File: src/fault_status_pkg.sv
// Package: field layout, offsets and codes of the data fault status register
`default_nettype none
package fault_status_pkg;
    localparam logic [11:0] off_status_lo  = 12'h000;
    localparam logic [11:0] off_status_hi  = 12'h004;
    localparam logic [63:0] reset_status   = 64'h0;
    localparam int          bit_ue         = 31;
    localparam int          bit_bus_error_flag       = 30;
    localparam int          bit_bus_timeout_flag       = 29;
    localparam int          bit_mhit_hi    = 27;
    localparam int          bit_mhit_lo    = 26;
    localparam int          bit_nc         = 25;
    localparam int          bit_nf         = 24;
    localparam int          pos_asi        = 16;
    localparam int          bit_tm         = 15;
    localparam int          pos_ft         = 7;
    localparam int          bit_se         = 6;
    localparam int          pos_ctx        = 4;
    localparam int          bit_pr         = 3;
    localparam int          bit_w          = 2;
    localparam int          bit_ow         = 1;
    localparam int          bit_fv         = 0;
    localparam logic [7:0]  asi_tl0_big    = 8'h80;
    localparam logic [7:0]  asi_tl0_little = 8'h88;
    localparam logic [7:0]  asi_tlx_big    = 8'h04;
    localparam logic [7:0]  asi_tlx_little = 8'h0c;
    localparam logic [7:0]  asi_se_a       = 8'h15;
    localparam logic [7:0]  asi_se_b       = 8'h1d;
    localparam logic [6:0]  ft_priv        = 7'h01;
    localparam logic [6:0]  ft_nf_se       = 7'h02;
    localparam logic [6:0]  ft_noncache    = 7'h04;
    localparam logic [6:0]  ft_invalid     = 7'h08;
    localparam logic [1:0]  ctx_primary    = 2'h0;
    localparam logic [1:0]  ctx_secondary  = 2'h1;
    localparam logic [1:0]  ctx_nucleus    = 2'h2;
    localparam logic [1:0]  ctx_none       = 2'h3;
    localparam logic [1:0]  ctx_shared     = 2'h3;
    typedef enum logic [1:0] {
        kind_miss       = 2'h0,
        kind_exception  = 2'h1,
        kind_error      = 2'h3,
        kind_protection = 2'h2
    } fault_kind_t;
endpackage : fault_status_pkg
`default_nettype wire

File: src/fault_enc_if.sv
// Interface: attributes in, encoded fields out, between capture and encoder
`timescale 1ns/1ps
`default_nettype none
interface fault_enc_if;
    logic       asi_explicit;
    logic [7:0] asi_in;
    logic       trap_level_nonzero;
    logic       little_endian_select;
    logic       privileged_state;
    logic       as_if_user_asi;
    logic       te_privileged;
    logic       te_side_effect;
    logic       te_cacheable;
    logic       nonfaulting_load;
    logic       atomic_or_simd;
    logic       invalid_asi;
    logic       invalid_va;
    logic       bad_access_type;
    logic       asi_translating;
    logic [1:0] ctx_req;
    logic [1:0] ctx_effective;
    logic [7:0] asi_out;
    logic [6:0] fault_type;
    logic [1:0] context_select;
    logic       side_effect;
    modport capture (output asi_explicit, asi_in, trap_level_nonzero, little_endian_select,
                     privileged_state, as_if_user_asi, te_privileged, te_side_effect,
                     te_cacheable, nonfaulting_load, atomic_or_simd, invalid_asi,
                     invalid_va, bad_access_type, asi_translating, ctx_req, ctx_effective,
                     input asi_out, fault_type, context_select, side_effect);
    modport encoder (input asi_explicit, asi_in, trap_level_nonzero, little_endian_select,
                     privileged_state, as_if_user_asi, te_privileged, te_side_effect,
                     te_cacheable, nonfaulting_load, atomic_or_simd, invalid_asi,
                     invalid_va, bad_access_type, asi_translating, ctx_req, ctx_effective,
                     output asi_out, fault_type, context_select, side_effect);
endinterface : fault_enc_if
`default_nettype wire

File: src/fault_encode.sv
// Combinational encoder for fault type, implicit identifier and context
`timescale 1ns/1ps
`default_nettype none
module fault_encode (
    fault_enc_if.encoder e
);
    import fault_status_pkg::*;

    logic [6:0] ft;

    always_comb begin
        ft = 7'h00;
        if (e.invalid_asi || e.invalid_va || e.bad_access_type) begin
            // Entry not looked up, other bits meaningless
            ft = ft_invalid;
        end else begin
            if (e.te_privileged && (!e.privileged_state || e.as_if_user_asi)) begin
                ft = ft | ft_priv;
            end
            if (e.nonfaulting_load && e.te_side_effect) begin
                ft = ft | ft_nf_se;
            end
            if (e.atomic_or_simd && !e.te_cacheable) begin
                ft = ft | ft_noncache;
            end
        end
    end

    always_comb begin
        if (e.asi_explicit) begin
            e.asi_out = e.asi_in;
        end else if (!e.trap_level_nonzero) begin
            e.asi_out = e.little_endian_select ? asi_tl0_little : asi_tl0_big;
        end else begin
            e.asi_out = e.little_endian_select ? asi_tlx_little : asi_tlx_big;
        end
    end

    always_comb begin
        if (!e.asi_translating || e.invalid_asi) begin
            e.context_select = ctx_none;
        end else if (e.ctx_req == ctx_shared) begin
            // Shared context has no code of its own
            e.context_select = e.ctx_effective;
        end else begin
            e.context_select = e.ctx_req;
        end
    end

    assign e.fault_type  = ft;
    assign e.side_effect = e.te_side_effect || (e.asi_out == asi_se_a)
                           || (e.asi_out == asi_se_b);
endmodule : fault_encode
`default_nettype wire

File: src/data_fault_status_capture.sv
// Data MMU fault status capture with APB register access
//
// The APB slave port and the address map were decided locally.
`timescale 1ns/1ps
`default_nettype none
module data_fault_status_capture (
    input  wire  logic                          clk,
    input  wire  logic                          arst_n,
    // APB slave
    input  wire  logic                          psel,
    input  wire  logic                          penable,
    input  wire  logic                          pwrite,
    input  wire  logic [11:0]                   paddr,
    input  wire  logic [31:0]                   pwdata,
    input  wire  logic [3:0]                    pstrb,
    output var   logic [31:0]                   prdata,
    output var   logic                          pready,
    output var   logic                          pslverr,
    // Fault report from load/store pipeline
    input  wire  logic                          fault_report,
    input  wire  fault_status_pkg::fault_kind_t fault_kind,
    input  wire  logic                          asi_explicit,
    input  wire  logic [7:0]                    asi_in,
    input  wire  logic [2:0]                    trap_level,
    input  wire  logic                          little_endian_select,
    input  wire  logic                          privileged_state,
    input  wire  logic                          as_if_user_asi,
    input  wire  logic                          te_privileged,
    input  wire  logic                          te_side_effect,
    input  wire  logic                          te_cacheable,
    input  wire  logic                          nonfaulting_load,
    input  wire  logic                          atomic_or_simd,
    input  wire  logic                          store_access,
    input  wire  logic                          invalid_asi,
    input  wire  logic                          invalid_va,
    input  wire  logic                          bad_access_type,
    input  wire  logic                          asi_translating,
    input  wire  logic [1:0]                    ctx_req,
    input  wire  logic [1:0]                    ctx_effective,
    input  wire  logic                          uncorrectable_err,
    input  wire  logic                          bus_err,
    input  wire  logic                          bus_timeout,
    input  wire  logic                          tlb_multihit,
    input  wire  logic                          noncacheable_space,
    // Status seen by trap logic
    output var   logic                          fault_valid,
    output var   logic                          overwrite_bit
);
    import fault_status_pkg::*;

    logic        rst_meta;
    logic        rst_n;
    logic [31:0] status_lo;
    logic [31:0] status_hi;
    logic [31:0] next_lo;
    logic [31:0] next_hi;
    logic [31:0] wr_lo;
    logic [31:0] wr_hi;
    logic        apb_done;
    logic        apb_wr;
    logic        hit_lo;
    logic        hit_hi;
    logic        is_miss;
    logic        is_error;
    logic        is_exc;
    logic        fv_now;

    fault_enc_if enc ();

    fault_encode u_encode (
        .e (enc.encoder)
    );

    // Reset release through two flops
    always_ff @(posedge clk or negedge arst_n) begin
        if (!arst_n) begin
            rst_meta <= 1'b0;
            rst_n    <= 1'b0;
        end else begin
            rst_meta <= 1'b1;
            rst_n    <= rst_meta;
        end
    end

    assign enc.asi_explicit         = asi_explicit;
    assign enc.asi_in               = asi_in;
    assign enc.trap_level_nonzero   = (trap_level != 3'h0);
    assign enc.little_endian_select = little_endian_select;
    assign enc.privileged_state     = privileged_state;
    assign enc.as_if_user_asi       = as_if_user_asi;
    assign enc.te_privileged        = te_privileged;
    assign enc.te_side_effect       = te_side_effect;
    assign enc.te_cacheable         = te_cacheable;
    assign enc.nonfaulting_load     = nonfaulting_load;
    assign enc.atomic_or_simd       = atomic_or_simd;
    assign enc.invalid_asi          = invalid_asi;
    assign enc.invalid_va           = invalid_va;
    assign enc.bad_access_type      = bad_access_type;
    assign enc.asi_translating      = asi_translating;
    assign enc.ctx_req              = ctx_req;
    assign enc.ctx_effective        = ctx_effective;

    // APB decode; access completes on the second access cycle
    assign apb_done = psel && penable && pready;
    assign apb_wr   = apb_done && pwrite && !pslverr;
    assign hit_lo   = (paddr == off_status_lo);
    assign hit_hi   = (paddr == off_status_hi);

    always_ff @(posedge clk or negedge rst_n) begin
        if (!rst_n) begin
            pready  <= 1'b0;
            pslverr <= 1'b0;
            prdata  <= 32'h0;
        end else begin
            pready  <= psel && penable && !pready;
            pslverr <= psel && penable && !pready && !(hit_lo || hit_hi);
            if (psel && penable && !pready && !pwrite) begin
                prdata <= hit_lo ? status_lo : (hit_hi ? status_hi : 32'h0);
            end
        end
    end

    // Software write with byte strobes
    always_comb begin
        wr_lo = status_lo;
        wr_hi = status_hi;
        for (int b = 0; b < 4; b++) begin
            if (apb_wr && hit_lo && pstrb[b]) begin
                wr_lo[b*8 +: 8] = pwdata[b*8 +: 8];
            end
            if (apb_wr && hit_hi && pstrb[b]) begin
                wr_hi[b*8 +: 8] = pwdata[b*8 +: 8];
            end
        end
    end

    assign is_miss  = (fault_kind == kind_miss);
    assign is_error = (fault_kind == kind_error);
    assign is_exc   = (fault_kind == kind_exception);
    assign fv_now   = status_lo[bit_fv];

    // Hardware capture applied on top of any software write, so a fault
    // arriving in the same cycle as a clear is never lost; a miss then sets only the miss flag, since fv_now is the old bit.
    always_comb begin
        next_lo = wr_lo;
        next_hi = wr_hi;
        if (fault_report) begin
            if (is_miss) begin
                next_lo[bit_tm] = 1'b1;
                if (!fv_now) begin
                    next_lo[bit_w]   = store_access;
                    next_lo[bit_pr]  = privileged_state;
                    next_lo[bit_nf]  = nonfaulting_load;
                    next_lo[pos_ctx +: 2] = enc.context_select;
                    next_lo[bit_ow]  = 1'b0;
                    next_lo[bit_fv]  = 1'b0;
                end
            end else begin
                next_lo[bit_fv]  = 1'b1;
                next_lo[bit_ow]  = fv_now;
                // Miss flag kept only if a miss was the last thing held
                next_lo[bit_tm]  = status_lo[bit_tm] && !fv_now;
                next_lo[bit_w]   = store_access;
                next_lo[bit_pr]  = privileged_state;
                next_lo[bit_nf]  = nonfaulting_load;
                next_lo[pos_ctx +: 2] = enc.context_select;
                next_lo[pos_asi +: 8] = enc.asi_out;
                if (is_exc) begin
                    next_lo[pos_ft +: 7] = enc.fault_type;
                end
                if (is_error) begin
                    next_lo[bit_ue]      = uncorrectable_err;
                    next_lo[bit_bus_error_flag]    = bus_err;
                    next_lo[bit_bus_timeout_flag]    = bus_timeout;
                    next_lo[bit_mhit_hi] = tlb_multihit;
                    next_lo[bit_nc]      = noncacheable_space;
                    next_lo[bit_se]      = enc.side_effect;
                end
            end
        end
        // Lower multihit bit and unused bits never hold a one
        next_lo[bit_mhit_lo] = 1'b0;
        next_lo[28]          = 1'b0;
        next_lo[14]          = 1'b0;
        next_hi              = 32'h0;
    end

    always_ff @(posedge clk or negedge rst_n) begin
        if (!rst_n) begin
            status_lo <= reset_status[31:0];
            status_hi <= reset_status[63:32];
        end else begin
            status_lo <= next_lo;
            status_hi <= next_hi;
        end
    end

    // Outputs from flops, loaded from next_lo on the same edge as the status register
    always_ff @(posedge clk or negedge rst_n) begin
        if (!rst_n) begin
            fault_valid   <= 1'b0;
            overwrite_bit <= 1'b0;
        end else begin
            fault_valid   <= next_lo[bit_fv];
            overwrite_bit <= next_lo[bit_ow];
        end
    end
endmodule : data_fault_status_capture
`default_nettype wire

File: config.mk
export PLATFORM = sky130hd
export DESIGN_NAME = data_fault_status_capture
export DESIGN_NICKNAME = d
export VERILOG_FILES = /design/src/fault_status_pkg.sv /design/src/fault_enc_if.sv /design/src/fault_encode.sv /design/src/data_fault_status_capture.sv
export SDC_FILE = /design/constraint.sdc
export NUM_CORES = 1
export LEC_CHECK = 0
export BUFFER_PORTS_ARGS = -buffer_cell sky130_fd_sc_hd__buf_2
export CAP_MARGIN = 25
export CORE_UTILIZATION = 43
export DETAILED_ROUTE_END_ITERATION = 7
export PLACE_DENSITY_LB_ADDON = 0.1
export SLEW_MARGIN = 10
export SYNTH_ARGS = -nofsm -noshare
export SYNTH_HDL_FRONTEND = slang
export SYNTH_SLANG_ARGS = --single-unit
File: constraint.sdc
create_clock -name clk -period 1.9 [get_ports clk]
set_clock_uncertainty 0.1 [all_clocks]
set_input_delay 0.38 -clock clk [delete_from_list [all_inputs] [get_ports clk]]
set_output_delay 0.38 -clock clk [all_outputs]
set_load 0.01 [all_outputs]
==> run_results.csv <==
group,metric,value,unit
run_status,status,"finished with violations",
run_status,violations,"DRC, setup timing",
timing,fmaxAchievable,480,MHz
pwr,vdd_drop_max,409,µV
cells_and_area,final_nets,503,
cts,clock_latency,340,ps
drt,routed_wl,8.33,mm
logic_synthesis,ys_warn_count,0,
placed_design,dp_hpwl,5.61,mm
cells_and_area,fin_cells,495,
cts,cts.clk_slew.worst_paths,70,ps
drt,met3_length,664,µm
pwr,switchingPower,732,µW
critical_path,startpoint_type,"input pin",
cells_and_area,nFillCells,507,
placed_design,place_congestion,0.801,
pwr,comb_power_share,13.0,%
drt,dr_wl_met2,3.94,mm
drt,vias_per_cell,5.99,
floorplanning,die_w,83.9,µm
timing,hold_violations,0,
logic_synthesis,netlist.area_leader.share,53.8,%
drt,wl_per_cell,16.8,µm
global_route,grtUsageTotal,24.6,%
critical_path,r2r_start,"pready",
cells_and_area,antennaDiodeCount,0,
logic_synthesis,synth-seq-cells,62,
timing,timing.final.ws_setup,-183,ps
drt,top_layer,"met4",
critical_path,crit_path_end_kind,"register",
pwr,swShare,26.4,%
drt,first_pass_iters,7,
drt,dr_total_vias,2964,
global_route,grt_pass1_vias,2795,
global_route,grt_overflow,0,
floorplanning,die_h,83.9,µm
pwr,pwr-share-seq,52.4,%
global_route,grt_pass1_wl,13.4,mm
critical_path,path_max_fanout,14,
critical_path,path_class,"in -> reg",
cts,cts_root_buffer,"clkbuf_8",
critical_path,critical_path_required,2020,ps
timing,finalMaxSlewViolations,0,
logic_synthesis,yosysTopAreaCell,"dfrtp_1",
drt,drc,20,
timing,finalHoldWorstSlack,167,ps
critical_path,worst_r2r_path_depth,5,
cells_and_area,final_common_cell,"buf_2",
critical_path,reg2reg_slack,200,ps
floorplanning,fp-row-count,29,
placed_design,io_buffers,119,
timing,rsz0062_at_grt,"yes",
cts,cts-buffers-inserted,9,
timing,relSlewSlack,56.7,%
cells_and_area,multi_input_area,1400,µm²
cells_and_area,drive_above_1_share,46.9,%
logic_synthesis,ys_dominant_reg_cell,"dfrtp_1",
timing,worst_pin_slew,647,ps
cts,cts_max_path_buffers,2,
cts,cts_tree,"done",
floorplanning,start_util,44.9,%
cells_and_area,layout.cells.most_common_list,"117 x buf_2, 61 x dfrtp_1, 29 x a22o_1",
timing,min_period_over_period,110,%
floorplanning,pin_count,126,
pwr,finalPower,2.77,mW
cells_and_area,register_area,1550,µm²
logic_synthesis,netlist_top_cells_area,"dfrtp_1 54%, a22o_1 8.8%, o31ai_1 5.7%, a31oi_1 5.0%, nand4_1 4.6%",
logic_synthesis,async_flop_share,100,%
logic_synthesis,ys_types,36,
global_route,antenna_found_initial,0,
logic_synthesis,synth_edf_count,0,
placed_design,pre_cts_ws,-559,ps
pwr,p_int,2.04,mW
logic_synthesis,postSynthCellCount,272,
critical_path,arrival,2200,ps
cells_and_area,fin_area,4250,µm²
placed_design,placed_area,3740,µm²
drt,drt_iter0_drc,256,
timing,period_needed,2080,ps
placed_design,placed_cells_incl_taps,470,
logic_synthesis,syn_area,2880,µm²
critical_path,cp-endpoint,"status_lo[16]",
logic_synthesis,synth_area_per_cell,10.6,µm²
logic_synthesis,ys_seq_area_share,53.8,%
timing,setup_violations,58,
job,maxCapViolCount,0,
pwr,p_leak,1.97,nW
cells_and_area,syn2layout_area_growth,47.6,%
hold_path,hold_path.class,"reg -> async",
pwr,p_per_area,652,nW/µm²
cts,clock_sinks,62,
pwr,clockPowerShare,34.6,%
critical_path,timing.rr.end,"status_lo[5]",
floorplanning,die-area,7030,µm²
drt,drtAntennaViolNets,0,
floorplanning,core,6420,µm²
cts,cts.htree.levels,3,
global_route,grt_max_degree,61,
drt,m1WireLength,3.61,mm
critical_path,startpoint,"paddr[10]",
## logic make-up (layout without fill, tap and decap cells)
family	Yosys count	count (layout)	synth area share (%)
flip-flops	62	62	53.8
AO/OA/AOI/OAI	102	102	25.7
other	2	4	0.261
AND/OR/NAND/NOR	73	74	14.5
buffers and inverters	33	176	5.60
## area by class of cell
| type | instances | area share, % |
|---|---|---|
| multi-input cells | 180 | 32.9 |
| clock inverters | 4 | 0.559 |
| well taps | 77 | 2.26 |
| repair buffers | 154 | 24.0 |
| clock buffers | 12 | 3.18 |
| inverters | 6 | 0.529 |
| flip-flops and latches | 62 | 36.5 |
## flip-flops by register name, indices dropped and copies added, names as in the netlist
| signal | count |
|---|---|
| rst_n | 1 |
| status_lo | 29 |
| prdata | 29 |
| pslverr | 1 |
| rst_meta | 1 |
| pready | 1 |
## per-stage QoR
stage          utilization (%)  setup TNS, ps
6_report                  66.2          -6540
2_1_floorplan                -         -18780
3_3_place_gp              58.2         -26670
3_5_place_dp              58.2         -28340
4_1_cts                   63.0          -5110
5_1_grt                   66.2          -7690
## power groups by stage
stage | clock network, mW | registers [mW] | logic, mW
5_1_grt | 1.06 | 1.46 | 0.400
3_3_place_gp | 0 | 1.46 | 0.316
3_5_place_dp | 0 | 1.46 | 0.323
6_report | 0.958 | 1.45 | 0.361
2_1_floorplan | 0 | 1.47 | 0.152
4_1_cts | 0.979 | 1.44 | 0.341
## critical path, cell delays in order
cell and delay (ps):
buf_6 90, or4_4 540, or4_4 640, buf_12 190
o31ai_2 230, a31oi_1 130
## layer usage
layer,track usage (%),up-vias
met4,8.93,0
met1,34.0,1439
met2,37.5,158
met3,6.23,16
met5,0,-
li1,-,1351
## timing repair
action,in CTS,in global routing
pin swaps,7,22
cloned,2,1
hold endpoints to repair,2,0
resized for setup,25,28
setup buffers,1,5
endpoints found under the setup margin,57,58
hold buffers,1,0
## Yosys cell counts (5+ instances only)
cell type  instances
nor4_1             6
buf_4              5
inv_1              5
dfrtp_1           62
a31oi_1           23
nand2_1            6
o31ai_1           22
nand4_1           21
a211oi_1           8
nor2_1            15
a22o_1            29
clkbuf_1          17
a21oi_1           11
## how the worst min path moves through the flow
| stage | start | to | slack (ps) | depth (start not counted) |
|---|---|---|---|---|
| floorplan | arst_n | rst_meta | -20 | 0 |
| global placement | arst_n | rst_meta | 70 | 1 |
| detailed placement | arst_n | rst_meta | 70 | 1 |
| CTS | rst_n | prdata[3] | 190 | 1 |
| global route | pwdata[13] | status_lo[13] | 170 | 3 |
| finish | rst_n | prdata[3] | 170 | 1 |
Power figures use the tool's default switching activity.
